==> config.mk <==
export PLATFORM = sky130hd
export DESIGN_NAME = tsf_status
export DESIGN_NICKNAME = d
export VERILOG_FILES = /design/src/inc/tsf_pkg.sv /design/src/core/tsf_status.sv
export SDC_FILE = /design/constraint.sdc
export NUM_CORES = 1
export LEC_CHECK = 0
export BUFFER_PORTS_ARGS = -buffer_cell sky130_fd_sc_hd__buf_4
export CAP_MARGIN = 10
export CORE_UTILIZATION = 35
export DETAILED_ROUTE_END_ITERATION = 8
export PLACE_DENSITY = 0.66
export RECOVER_POWER = 25
export REMOVE_ABC_BUFFERS = 1
export SLEW_MARGIN = 20
export SYNTH_ARGS = -nofsm -noshare
export SYNTH_HDL_FRONTEND = slang
export SYNTH_SLANG_ARGS = --single-unit
==> constraint.sdc <==
create_clock -name sys_clk -period 4.3 [get_ports sys_clk]
set_input_delay 0.43 -clock sys_clk [delete_from_list [all_inputs] [get_ports sys_clk]]
set_output_delay 0.43 -clock sys_clk [all_outputs]
set_load 0.02 [all_outputs]
==> src/inc/tsf_pkg.sv <==
// constants for the timer channel status flags
// assumes one system clock, synchronous active-high reset
package tsf_pkg;

  // ****************************************
  // geometry
  // ****************************************
  localparam int CHAN_NUM = 6;
  localparam int ADDR_W = 3;
  localparam int DATA_W = 8;
  localparam int CNT_W = 16;

  // ****************************************
  // register map, one byte register per channel at base + channel
  // ****************************************
  localparam logic [2:0] CHAN_STATUS_BASE = 3'h0;
  localparam logic [2:0] CHAN_STATUS_LAST = 3'h5;

  // ****************************************
  // channel status field positions
  // ****************************************
  localparam int DIR_BIT = 7;
  localparam int RSV6_BIT = 6;
  localparam int UNF_BIT = 5;
  localparam int OVF_BIT = 4;
  localparam int CCD_BIT = 3;
  localparam int CCC_BIT = 2;

  // ****************************************
  // reset and fixed read values
  // ****************************************
  localparam logic FLAG_RST = 1'b0;
  localparam logic DIR_RSV_VAL = 1'b1;
  localparam logic RSV6_VAL = 1'b1;
  localparam logic RSV_ZERO_VAL = 1'b0;
  localparam logic [7:0] RDATA_RST = 8'h00;
  localparam logic [7:0] UNMAPPED_VAL = 8'h00;
  localparam logic [15:0] CNT_RST = 16'h0000;
  localparam logic [15:0] CNT_MAX = 16'hffff;
  localparam logic [15:0] CNT_MIN = 16'h0000;

endpackage : tsf_pkg

==> src/core/tsf_status.sv <==
// six channel status registers of a 16-bit timer unit
// assumes counter, compare/capture and transfer controller logic on sys_clk
//
// What this block does
// - channels 1,2,4,5 show count direction in bit 7: 1 up, 0 down
// - channels 0 and 3 read bit 7 as 1, writes ignored
// - bit 6 reads 1 in every channel, writes ignored
// - channels 1,2,4,5 in phase mode set underflow on 0000 to ffff
// - underflow cleared only by writing 0 after reading it as 1
// - channels 0 and 3 read bit 5 as 0, writes ignored
// - every channel sets overflow flag on counter wrap ffff to 0000
// - overflow cleared only by a 0 write after reading 1; 1 ignored
// - channels 0,3 compare mode: flag d set when counter equals reg d
// - channels 0,3 capture mode: flag d set on capture into reg d
// - flag d cleared by transfer controller start when disable select 0
// - flag d also cleared by a 0 write after reading 1
// - channels 1,2,4,5 read bit 3 as 0, writes ignored
// - channels 0,3 compare mode: flag c set when counter equals reg c
// - channels 0,3 capture mode: flag c set on capture into reg c
// - flag c cleared by transfer controller start when disable select 0
// - flag c also cleared by a 0 write after reading 1; 1 ignored
// - channels 1,2,4,5 read bit 2 as 0, writes ignored
// - one 8-bit status register per channel, six channels
// - each request is raised only while its flag is 1 and its enable was 1 the cycle before
//
// Implementation choices: the plain strobed port and the address map.
module tsf_status (
  input wire logic sys_clk,
  input wire logic rst,
  input wire logic [2:0] addr,
  input wire logic [7:0] wdata,
  input wire logic wr,
  input wire logic rd,
  output logic [7:0] rdata,
  input wire logic [5:0] cnt_up,
  input wire logic [5:0] phase_mode,
  input wire logic [5:0][15:0] chan_cnt,
  input wire logic [1:0][15:0] gen_reg_c,
  input wire logic [1:0][15:0] gen_reg_d,
  input wire logic [1:0] capture_mode_c,
  input wire logic [1:0] capture_mode_d,
  input wire logic [1:0] capture_c,
  input wire logic [1:0] capture_d,
  input wire logic [1:0] dtc_start_c,
  input wire logic [1:0] dtc_start_d,
  input wire logic [1:0] disable_sel_c,
  input wire logic [1:0] disable_sel_d,
  input wire logic [5:0] overflow_irq_enable,
  input wire logic [5:0] underflow_irq_enable,
  input wire logic [1:0] capcomp_irq_enable_c,
  input wire logic [1:0] capcomp_irq_enable_d,
  output logic [5:0] overflow_irq,
  output logic [5:0] underflow_irq,
  output logic [1:0] capcomp_irq_c,
  output logic [1:0] capcomp_irq_d
);

  // ****************************************
  // state
  // ****************************************
  typedef struct packed {
    logic [5:0][15:0] prev_cnt;
    logic [5:0] unf;
    logic [5:0] ovf;
    logic [1:0] ccc;
    logic [1:0] ccd;
    logic [5:0] unf_arm;
    logic [5:0] ovf_arm;
    logic [1:0] ccc_arm;
    logic [1:0] ccd_arm;
    logic [7:0] rdata;
    logic [5:0] ovf_irq;
    logic [5:0] unf_irq;
    logic [1:0] ccc_irq;
    logic [1:0] ccd_irq;
  } tsf_state_t;

  tsf_state_t st_ff;
  tsf_state_t nxt_st;

  // ****************************************
  // helpers
  // ****************************************
  // channels 0 and 3 own general registers c and d
  function automatic logic has_cd(input int ch);
    has_cd = (ch == 0) || (ch == 3);
  endfunction

  // index of a c/d channel in the two-entry vectors
  function automatic int cd_idx(input int ch);
    cd_idx = (ch == 3) ? 1 : 0;
  endfunction

  // flag update: set wins, else clear, else hold
  function automatic logic flag_upd(input logic cur, input logic set, input logic clr);
    flag_upd = set | (cur & ~clr);
  endfunction

  localparam logic [15:0] CNT_RST_L = tsf_pkg::CNT_RST;

  // ****************************************
  // next state
  // ****************************************
  always_comb begin
    logic hit;
    logic rd_hit;
    logic wr_hit;
    logic [15:0] cnt;
    logic [15:0] prv;
    logic moved;
    logic s_ovf;
    logic s_unf;
    logic s_c;
    logic s_d;
    logic clr;
    logic [7:0] rb;
    int k;
    hit = 1'b0;
    rd_hit = 1'b0;
    wr_hit = 1'b0;
    cnt = CNT_RST_L;
    prv = CNT_RST_L;
    moved = 1'b0;
    s_ovf = 1'b0;
    s_unf = 1'b0;
    s_c = 1'b0;
    s_d = 1'b0;
    clr = 1'b0;
    rb = tsf_pkg::UNMAPPED_VAL;
    k = 0;
    nxt_st = st_ff;
    for (int ch = 0; ch < tsf_pkg::CHAN_NUM; ch++) begin
      hit = (addr == 3'(ch + int'(tsf_pkg::CHAN_STATUS_BASE)));
      rd_hit = rd && hit;
      wr_hit = wr && hit;
      cnt = chan_cnt[ch];
      prv = st_ff.prev_cnt[ch];
      moved = (cnt != prv);
      nxt_st.prev_cnt[ch] = cnt;
      // overflow on every channel
      s_ovf = (prv == tsf_pkg::CNT_MAX) && (cnt == tsf_pkg::CNT_MIN);
      clr = wr_hit && !wdata[tsf_pkg::OVF_BIT] && st_ff.ovf_arm[ch];
      nxt_st.ovf[ch] = flag_upd(st_ff.ovf[ch], s_ovf, clr);
      nxt_st.ovf_arm[ch] = (st_ff.ovf_arm[ch] | (rd_hit & st_ff.ovf[ch]))
        & nxt_st.ovf[ch] & ~s_ovf;
      nxt_st.ovf_irq[ch] = nxt_st.ovf[ch] & overflow_irq_enable[ch];
      if (has_cd(ch)) begin
        k = cd_idx(ch);
        // underflow bit is reserved here
        nxt_st.unf[ch] = tsf_pkg::FLAG_RST;
        nxt_st.unf_arm[ch] = 1'b0;
        nxt_st.unf_irq[ch] = 1'b0;
        s_c = capture_mode_c[k] ? capture_c[k]
          : (moved && cnt == gen_reg_c[k]);
        s_d = capture_mode_d[k] ? capture_d[k]
          : (moved && cnt == gen_reg_d[k]);
        clr = (dtc_start_c[k] && !disable_sel_c[k])
          || (wr_hit && !wdata[tsf_pkg::CCC_BIT] && st_ff.ccc_arm[k]);
        nxt_st.ccc[k] = flag_upd(st_ff.ccc[k], s_c, clr);
        nxt_st.ccc_arm[k] = (st_ff.ccc_arm[k] | (rd_hit & st_ff.ccc[k]))
          & nxt_st.ccc[k] & ~s_c;
        clr = (dtc_start_d[k] && !disable_sel_d[k])
          || (wr_hit && !wdata[tsf_pkg::CCD_BIT] && st_ff.ccd_arm[k]);
        nxt_st.ccd[k] = flag_upd(st_ff.ccd[k], s_d, clr);
        nxt_st.ccd_arm[k] = (st_ff.ccd_arm[k] | (rd_hit & st_ff.ccd[k]))
          & nxt_st.ccd[k] & ~s_d;
        nxt_st.ccc_irq[k] = nxt_st.ccc[k] & capcomp_irq_enable_c[k];
        nxt_st.ccd_irq[k] = nxt_st.ccd[k] & capcomp_irq_enable_d[k];
      end else begin
        s_unf = phase_mode[ch] && (prv == tsf_pkg::CNT_MIN)
          && (cnt == tsf_pkg::CNT_MAX);
        clr = wr_hit && !wdata[tsf_pkg::UNF_BIT] && st_ff.unf_arm[ch];
        nxt_st.unf[ch] = flag_upd(st_ff.unf[ch], s_unf, clr);
        nxt_st.unf_arm[ch] = (st_ff.unf_arm[ch] | (rd_hit & st_ff.unf[ch]))
          & nxt_st.unf[ch] & ~s_unf;
        nxt_st.unf_irq[ch] = nxt_st.unf[ch] & underflow_irq_enable[ch];
      end
      // read byte of this channel
      if (hit) begin
        rb = 8'h00;
        rb[tsf_pkg::RSV6_BIT] = tsf_pkg::RSV6_VAL;
        rb[tsf_pkg::OVF_BIT] = st_ff.ovf[ch];
        if (has_cd(ch)) begin
          rb[tsf_pkg::DIR_BIT] = tsf_pkg::DIR_RSV_VAL;
          rb[tsf_pkg::UNF_BIT] = tsf_pkg::RSV_ZERO_VAL;
          rb[tsf_pkg::CCD_BIT] = st_ff.ccd[cd_idx(ch)];
          rb[tsf_pkg::CCC_BIT] = st_ff.ccc[cd_idx(ch)];
        end else begin
          rb[tsf_pkg::DIR_BIT] = cnt_up[ch];
          rb[tsf_pkg::UNF_BIT] = st_ff.unf[ch];
          rb[tsf_pkg::CCD_BIT] = tsf_pkg::RSV_ZERO_VAL;
          rb[tsf_pkg::CCC_BIT] = tsf_pkg::RSV_ZERO_VAL;
        end
      end
    end
    // read data stands one cycle, zero otherwise
    nxt_st.rdata = rd ? rb : tsf_pkg::RDATA_RST;
  end

  // ****************************************
  // state register
  // ****************************************
  always_ff @(posedge sys_clk) begin
    if (rst) begin
      st_ff <= '0;
    end else begin
      st_ff <= nxt_st;
    end
  end

  assign rdata = st_ff.rdata;
  assign overflow_irq = st_ff.ovf_irq;
  assign underflow_irq = st_ff.unf_irq;
  assign capcomp_irq_c = st_ff.ccc_irq;
  assign capcomp_irq_d = st_ff.ccd_irq;

  // ****************************************
  // checks
  // ****************************************
  a_ovf_wrap_set: assert property (@(posedge sys_clk) disable iff (rst)
    (st_ff.prev_cnt[1] == 16'hffff && chan_cnt[1] == 16'h0000) |=> st_ff.ovf[1])
    else $error("overflow flag not set on wrap");

  a_unf_wrap_set: assert property (@(posedge sys_clk) disable iff (rst)
    (phase_mode[2] && st_ff.prev_cnt[2] == 16'h0000 && chan_cnt[2] == 16'hffff)
    |=> st_ff.unf[2])
    else $error("underflow flag not set on wrap");

  a_rsv_flags_zero: assert property (@(posedge sys_clk) disable iff (rst)
    !st_ff.unf[0] && !st_ff.unf[3] && !underflow_irq[0] && !underflow_irq[3])
    else $error("reserved underflow bit of channel 0 or 3 set");

  a_rd_rsv_bits: assert property (@(posedge sys_clk) disable iff (rst)
    (rd && addr == 3'h0) |=> (rdata[7:5] == 3'b110 && rdata[1:0] == 2'b00))
    else $error("reserved bits of channel 0 read wrong");

  a_rd_dir_bit: assert property (@(posedge sys_clk) disable iff (rst)
    (rd && addr == 3'h1) |=> (rdata[7] == $past(cnt_up[1]) && rdata[6]
    && rdata[3:2] == 2'b00))
    else $error("direction or reserved bits of channel 1 wrong");

  a_wr_one_keeps: assert property (@(posedge sys_clk) disable iff (rst)
    (wr && addr == 3'h1 && wdata[4] && st_ff.ovf[1]) |=> st_ff.ovf[1])
    else $error("write of 1 cleared overflow flag");

  a_clr_needs_read: assert property (@(posedge sys_clk) disable iff (rst)
    (st_ff.ovf[1] && !st_ff.ovf_arm[1] && !rd) ##1 (wr && addr == 3'h1 && !wdata[4])
    |=> st_ff.ovf[1])
    else $error("overflow cleared without prior read of 1");

  a_rd_then_clr: assert property (@(posedge sys_clk) disable iff (rst)
    (rd && addr == 3'h0 && st_ff.ccd[0] && !capture_d[0] && capture_mode_d[0])
    ##1 (!capture_d[0] && capture_mode_d[0] && !rd && !wr)
    ##1 (wr && addr == 3'h0 && !wdata[3] && !capture_d[0] && capture_mode_d[0])
    |=> !st_ff.ccd[0])
    else $error("flag d not cleared by read 1 then write 0");

  a_dtc_clears_c: assert property (@(posedge sys_clk) disable iff (rst)
    (dtc_start_c[0] && !disable_sel_c[0] && (capture_mode_c[0] ? !capture_c[0]
    : (chan_cnt[0] == st_ff.prev_cnt[0] || chan_cnt[0] != gen_reg_c[0])))
    |=> !st_ff.ccc[0])
    else $error("transfer start did not clear flag c");

  a_set_wins_clr: assert property (@(posedge sys_clk) disable iff (rst)
    (capture_mode_c[1] && capture_c[1] && dtc_start_c[1]) |=> st_ff.ccc[1])
    else $error("clear beat set of flag c");

  a_irq_gated: assert property (@(posedge sys_clk) disable iff (rst)
    overflow_irq[1] |-> (st_ff.ovf[1] && $past(overflow_irq_enable[1])))
    else $error("overflow request without flag and enable");

  // ****************************************
  // read layout and flag checks
  // ****************************************
  a_rd_unmapped_zero: assert property (@(posedge sys_clk) disable iff (rst)
    (rd && addr > 3'h5)
    |=> rdata == 8'h00)
    else $error("unmapped read returned nonzero");

  a_rdata_one_cycle: assert property (@(posedge sys_clk) disable iff (rst)
    !rd
    |=> rdata == 8'h00)
    else $error("read data stood without a read");

  a_rd_ch2_rsv: assert property (@(posedge sys_clk) disable iff (rst)
    (rd && addr == 3'h2)
    |=> (rdata[6] && rdata[3:0] == 4'h0))
    else $error("reserved bits of channel 2 read wrong");

  a_rd_ch3_rsv: assert property (@(posedge sys_clk) disable iff (rst)
    (rd && addr == 3'h3)
    |=> (rdata[7:5] == 3'b110 && rdata[1:0] == 2'b00))
    else $error("reserved bits of channel 3 read wrong");

  a_rd_ch4_dir: assert property (@(posedge sys_clk) disable iff (rst)
    (rd && addr == 3'h4)
    |=> (rdata[7] == $past(cnt_up[4]) && rdata[3:2] == 2'b00))
    else $error("direction or reserved bits of channel 4 wrong");

  a_cmp_sets_c: assert property (@(posedge sys_clk) disable iff (rst)
    (!capture_mode_c[0] && chan_cnt[0] != st_ff.prev_cnt[0] && chan_cnt[0] == gen_reg_c[0])
    |=> st_ff.ccc[0])
    else $error("compare match did not set flag c");

  a_cmp_sets_d: assert property (@(posedge sys_clk) disable iff (rst)
    (!capture_mode_d[0] && chan_cnt[0] != st_ff.prev_cnt[0] && chan_cnt[0] == gen_reg_d[0])
    |=> st_ff.ccd[0])
    else $error("compare match did not set flag d");

  a_cap_sets_c: assert property (@(posedge sys_clk) disable iff (rst)
    (capture_mode_c[0] && capture_c[0])
    |=> st_ff.ccc[0])
    else $error("capture did not set flag c");

  a_cap_sets_d: assert property (@(posedge sys_clk) disable iff (rst)
    (capture_mode_d[0] && capture_d[0])
    |=> st_ff.ccd[0])
    else $error("capture did not set flag d");

  a_dtc_clears_d: assert property (@(posedge sys_clk) disable iff (rst)
    (dtc_start_d[1] && !disable_sel_d[1] && (capture_mode_d[1] ? !capture_d[1]
    : (chan_cnt[3] == st_ff.prev_cnt[3] || chan_cnt[3] != gen_reg_d[1])))
    |=> !st_ff.ccd[1])
    else $error("transfer start did not clear flag d");

  a_dis_keeps_c: assert property (@(posedge sys_clk) disable iff (rst)
    (dtc_start_c[0] && disable_sel_c[0] && st_ff.ccc[0] && !wr)
    |=> st_ff.ccc[0])
    else $error("disabled transfer start cleared flag c");

  a_unf_one_keeps: assert property (@(posedge sys_clk) disable iff (rst)
    (wr && addr == 3'h2 && wdata[5] && st_ff.unf[2])
    |=> st_ff.unf[2])
    else $error("write of 1 cleared underflow flag");

  a_ccd_one_keeps: assert property (@(posedge sys_clk) disable iff (rst)
    (wr && addr == 3'h0 && wdata[3] && st_ff.ccd[0] && !dtc_start_d[0])
    |=> st_ff.ccd[0])
    else $error("write of 1 cleared flag d");

  a_ccc_one_keeps: assert property (@(posedge sys_clk) disable iff (rst)
    (wr && addr == 3'h3 && wdata[2] && st_ff.ccc[1] && !dtc_start_c[1])
    |=> st_ff.ccc[1])
    else $error("write of 1 cleared flag c");

  a_ccirq_gated: assert property (@(posedge sys_clk) disable iff (rst)
    capcomp_irq_c[0]
    |-> (st_ff.ccc[0] && $past(capcomp_irq_enable_c[0])))
    else $error("flag c request without flag and enable");

  a_unfirq_gated: assert property (@(posedge sys_clk) disable iff (rst)
    underflow_irq[2]
    |-> (st_ff.unf[2] && $past(underflow_irq_enable[2])))
    else $error("underflow request without flag and enable");

endmodule // tsf_status

==> report_table.html <==
<table>
<tr><th>Metric</th><th>Value</th></tr>
<tr><th colspan="2">Floorplanning</th></tr>
<tr><td>I/O pins</td><td>243</td></tr>
<tr><td>Starting density of the core</td><td>36.03%</td></tr>
<tr><td>Overall die area</td><td>19,170 sq um</td></tr>
<tr><td>Floorplan die width</td><td>138.4 um</td></tr>
<tr><td>FP Rows</td><td>49</td></tr>
<tr><td>Core footprint</td><td>18,090 sq um</td></tr>
<tr><td>Die outline height</td><td>138.4 um</td></tr>
<tr><th colspan="2">Global route</th></tr>
<tr><td>Via count of the first global-routing pass</td><td>5,607</td></tr>
<tr><td>Pin count of the biggest net entering global routing</td><td>81</td></tr>
<tr><td>Total track usage</td><td>18.14%</td></tr>
<tr><td>First-pass GRT wire length</td><td>27.18 mm</td></tr>
<tr><td>Busiest layer in global routing</td><td>met2</td></tr>
<tr><td>Antenna violations before repair</td><td>0</td></tr>
<tr><td>Remaining Overflow, GRT</td><td>0</td></tr>
<tr><td>Met2 track demand over resource</td><td>30.80%</td></tr>
<tr><td>Met3 Usage GRT</td><td>4.295%</td></tr>
<tr><td>M1 GR Usage</td><td>21.94%</td></tr>
<tr><th colspan="2">STA</th></tr>
<tr><td>Count of endpoints failing hold in the final timing report</td><td>0</td></tr>
<tr><td>Actual transition at the worst max-transition pin</td><td>0.8258 ns</td></tr>
<tr><td>Count of final setup violators</td><td>0</td></tr>
<tr><td>Fin crit period</td><td>1.764 ns</td></tr>
<tr><td>TNS Setup</td><td>0 ns</td></tr>
<tr><td>Worst-case headroom to the max-slew limit</td><td>44.95%</td></tr>
<tr><td>Unrepaired setup endpoints after global routing</td><td>false</td></tr>
<tr><td>Portion of the clock cycle consumed by the worst path in the final layout</td><td>41.02%</td></tr>
<tr><td>Achievable clock frequency</td><td>0.5669 GHz</td></tr>
<tr><td>Count of pins over their slew limit</td><td>0</td></tr>
<tr><td>Skew final</td><td>0.007157 ns</td></tr>
<tr><th colspan="2">Synth</th></tr>
<tr><td>Post-synthesis mux area share</td><td>0.1536%</td></tr>
<tr><td>Area fraction in compound gates after synthesis</td><td>5.204%</td></tr>
<tr><td>Mean instance size in the synthesized netlist</td><td>9.322 sq um</td></tr>
<tr><td>Combinational family with the most area after synthesis</td><td>simple AND/OR/NAND/NOR gates</td></tr>
<tr><td>Gate Count Post-Synth</td><td>699</td></tr>
<tr><td>Netlist area before placement</td><td>6516 sq um</td></tr>
<tr><td>Fraction of synthesized cell area taken by the top area cell type</td><td>44.24%</td></tr>
<tr><td>Most area-hungry cell type in the Yosys netlist</td><td>sky130_fd_sc_hd__dfxtp_1</td></tr>
<tr><td>Most instantiated library cell after synthesis</td><td>sky130_fd_sc_hd__dfxtp_1</td></tr>
<tr><td>Xor/xnor share of the synthesized area</td><td>12.90%</td></tr>
<tr><td>Post-synthesis share of cell area spent on full adders, half adders and majority gates</td><td>0%</td></tr>
<tr><td>Count of flip-flops with a built-in enable after synthesis</td><td>0</td></tr>
<tr><td>Asr flop ratio synth</td><td>0%</td></tr>
<tr><td>Fraction of the yosys area taken by sequential cells</td><td>44.24%</td></tr>
<tr><td>Area contributors post-synth</td><td>sky130_fd_sc_hd__dfxtp_1 44%, sky130_fd_sc_hd__nor2b_1 9.8%, sky130_fd_sc_hd__xnor2_1 8.1%, sky130_fd_sc_hd__nand4_1 5.3%, sky130_fd_sc_hd__xor2_1 4.8%</td></tr>
<tr><td>Most instantiated cells after synthesis</td><td>144 x sky130_fd_sc_hd__dfxtp_1, 102 x sky130_fd_sc_hd__nor2b_1, 60 x sky130_fd_sc_hd__xnor2_1, 55 x sky130_fd_sc_hd__nand4_1, 42 x sky130_fd_sc_hd__nor4_1</td></tr>
<tr><td>Synth unique cells</td><td>46</td></tr>
<tr><td>Ys flop type</td><td>sky130_fd_sc_hd__dfxtp_1</td></tr>
<tr><td>Register bit count reported by yosys</td><td>144</td></tr>
<tr><td>Warnings from Yosys</td><td>0</td></tr>
<tr><td>Area share of and/or/nand/nor cells after synthesis</td><td>32.76%</td></tr>
<tr><th colspan="2">Placement</th></tr>
<tr><td>Estimated wirelength of the detail-placed design</td><td>13.49 mm</td></tr>
<tr><td>Number of port buffers</td><td>228</td></tr>
<tr><td>Number of cells after detailed placement</td><td>1,116</td></tr>
<tr><td>Gp weighted congestion</td><td>0.8832</td></tr>
<tr><td>Cell area reported after detailed placement</td><td>8273 sq um</td></tr>
<tr><th colspan="2">Route</th></tr>
<tr><td>Total wire length after detailed routing</td><td>17.34 mm</td></tr>
<tr><td>Final antenna-violating net count</td><td>0</td></tr>
<tr><td>Number of search-and-repair iterations in the first detailed-routing pass</td><td>8</td></tr>
<tr><td>Mean routed wirelength per cell</td><td>15.11 um</td></tr>
<tr><td>Total DRC errors in the routed layout</td><td>30</td></tr>
<tr><td>Number of vias in the routed layout</td><td>5,729</td></tr>
<tr><td>First DRT Iteration DRCs</td><td>241</td></tr>
<tr><td>Detail-routed via count per cell</td><td>4.990</td></tr>
<tr><th colspan="2">CTS</th></tr>
<tr><td>Maximum buffer depth of the clock tree</td><td>2</td></tr>
<tr><td>Count of cells resized by post-cts repair</td><td>0</td></tr>
<tr><td>Clock insertion delay at the later pin of the skew report</td><td>0.42 ns</td></tr>
<tr><td>Postcts setup bufs</td><td>0</td></tr>
<tr><td>Number of H-tree levels</td><td>4</td></tr>
<tr><td>Root buffer cell</td><td>sky130_fd_sc_hd__clkbuf_16</td></tr>
<tr><td>CTS tree</td><td>done</td></tr>
<tr><td>Number of clock sinks seen by CTS</td><td>144</td></tr>
<tr><td>TritonCTS Buffers</td><td>17</td></tr>
<tr><td>Reg clk slew, reported paths</td><td>0.06 ns</td></tr>
<tr><td>Cts hold-fix bufs</td><td>0</td></tr>
<tr><th colspan="2">Finish</th></tr>
<tr><td>Number of non-filler instances in the completed layout</td><td>1,148</td></tr>
<tr><td>Total of fill cells in the finished design</td><td>1,733</td></tr>
<tr><td>Nets@finish</td><td>1,125</td></tr>
<tr><td>Area growth syn-to-layout</td><td>36.60%</td></tr>
<tr><td>Antenna diode count</td><td>0</td></tr>
<tr><td>Share of layout cells above drive strength 1</td><td>28.84%</td></tr>
<tr><td>Final instance area</td><td>8901 sq um</td></tr>
<tr><th colspan="2">Critical path</th></tr>
<tr><td>Crit path capture type</td><td>flip-flop</td></tr>
<tr><td>Critical setup path kind</td><td>reg -&gt; reg</td></tr>
<tr><td>Kind of launch point of the worst setup path</td><td>flip-flop</td></tr>
<tr><td>Highest net fanout along the worst path</td><td>2</td></tr>
<tr><td>Data required time of the worst path</td><td>4.66 ns</td></tr>
<tr><td>Crit path DAT</td><td>2.13 ns</td></tr>
<tr><th colspan="2">Pwr</th></tr>
<tr><td>Logic gate share of total power</td><td>12.1%</td></tr>
<tr><td>Largest vdd supply drop</td><td>0.0002116 V</td></tr>
<tr><td>Power per cell area</td><td>380.3 nW/um^2</td></tr>
<tr><td>Clock power share</td><td>46.0%</td></tr>
<tr><td>Switching pwr</td><td>0.0007751 W</td></tr>
<tr><td>Internal power</td><td>0.002610 W</td></tr>
<tr><td>Fraction of power spent switching nets</td><td>22.90%</td></tr>
<tr><td>Power consumption</td><td>0.003385 W</td></tr>
<tr><td>Sequential cell fraction of total power</td><td>41.9%</td></tr>
<tr><td>Leakage dissipation</td><td>3.599 nW</td></tr>
<tr><th colspan="2">Flow run</th></tr>
<tr><td>Number of maximum-capacitance constraint violations</td><td>0</td></tr>
<tr><th colspan="2">Run status</th></tr>
<tr><td>Outcome</td><td>complete, but fails checks</td></tr>
<tr><td>Violated checks</td><td>DRC</td></tr>
<tr><th colspan="2">Worst hold path</th></tr>
<tr><td>Path class of the lowest-slack min-delay path</td><td>in -&gt; reg</td></tr>
</table>
-- power by group through the flow --
stage,Clock [W],Sequential [W],Combinational [W]
detailed placement,0,0.00145,0.000412
finish,0.00156,0.00142,0.000409
global placement,0,0.00145,0.000410
CTS,0.00160,0.00142,0.000413
floorplan,0,0.00144,0.000155
global route,0.00165,0.00142,0.000447
-- cells in the final DEF, fill, tap and decap left out, types with 6 or more instances in the layout --
cell                          n
sky130_fd_sc_hd__a21oi_1     32
sky130_fd_sc_hd__and2_1      11
sky130_fd_sc_hd__and3_1       7
sky130_fd_sc_hd__and4_1       6
sky130_fd_sc_hd__and4b_1      8
sky130_fd_sc_hd__buf_4      230
sky130_fd_sc_hd__clkbuf_16   17
sky130_fd_sc_hd__dfxtp_1    144
sky130_fd_sc_hd__inv_1       10
sky130_fd_sc_hd__nand2_1     29
sky130_fd_sc_hd__nand2b_1    11
sky130_fd_sc_hd__nand3_1     16
sky130_fd_sc_hd__nand4_1     55
sky130_fd_sc_hd__nor2_1      15
sky130_fd_sc_hd__nor2b_1    102
sky130_fd_sc_hd__nor3_1      14
sky130_fd_sc_hd__nor4_1      42
sky130_fd_sc_hd__o21ai_0      9
sky130_fd_sc_hd__or4_1       12
sky130_fd_sc_hd__xnor2_1     60
sky130_fd_sc_hd__xor2_1      36
-- path summary, 6_finish.rpt --
| path | startpoint | to | slack [ns] | cells past startpoint |
|---|---|---|---|---|
| min | underflow_irq_enable[5] | underflow_irq[5] | 0.21 | 2 |
| max | st_ff[79] | underflow_irq[1] | 2.54 | 5 |
| min reg2reg | st_ff[51] | st_ff[35] | 0.47 | 2 |
| max reg2reg | st_ff[79] | underflow_irq[1] | 2.54 | 5 |
-- flip-flops by register name, indices dropped and copies added (netlist names) --
signal         count
rdata              6
overflow_irq       6
underflow_irq      4
capcomp_irq_d      2
capcomp_irq_c      2
st_ff            124
-- layout make-up --
type,count,area (sq um),area share [%]
Clock inverter,12,181.4,2.038
Sequential cell,144,2883,32.39
Timing Repair Buffer,230,1727,19.40
Multi-Input combinational cell,503,3339,37.52
Inverter,10,37.54,0.4217
Clock buffer,20,446.7,5.018
Tap cell,229,286.5,3.219
-- worst max-delay path, stage by stage (launching register included) --
cell and delay, ns:
sky130_fd_sc_hd__dfxtp_1 0.31, sky130_fd_sc_hd__or4_1 0.51, sky130_fd_sc_hd__nor4_1 0.29, sky130_fd_sc_hd__nand4_1 0.19
sky130_fd_sc_hd__a21oi_1 0.27, sky130_fd_sc_hd__and2_1 0.16
-- layer usage --
layer  wire, um  part of all wire, %
met1       7682                   44
met2       8304                   48
met3       1115                  6.4
met4        240                  1.4
met5          0                    0
-- cells by family after synthesis --
family                 count (synthesis)
AO/OA/AOI/OAI                         56
XOR/XNOR                              96
buffers and inverters                 55
flip-flops                           144
multiplexers                           1
other                                  1
AND/OR/NAND/NOR                      346
-- per-stage QoR --
stage / hold slack (ns) / util (%) / setup slack (ns)
detailed placement: 0.4672 / 45.74 / 2.250
global placement: 0.4678 / 45.74 / 2.253
floorplan: 0.4408 / - / 2.548
finish: 0.2097 / 49.21 / 2.536
CTS: 0.1842 / 49.21 / 2.562
global route: 0.1999 / 49.21 / 2.339
No activity file was read; power rests on OpenSTA's default activity.
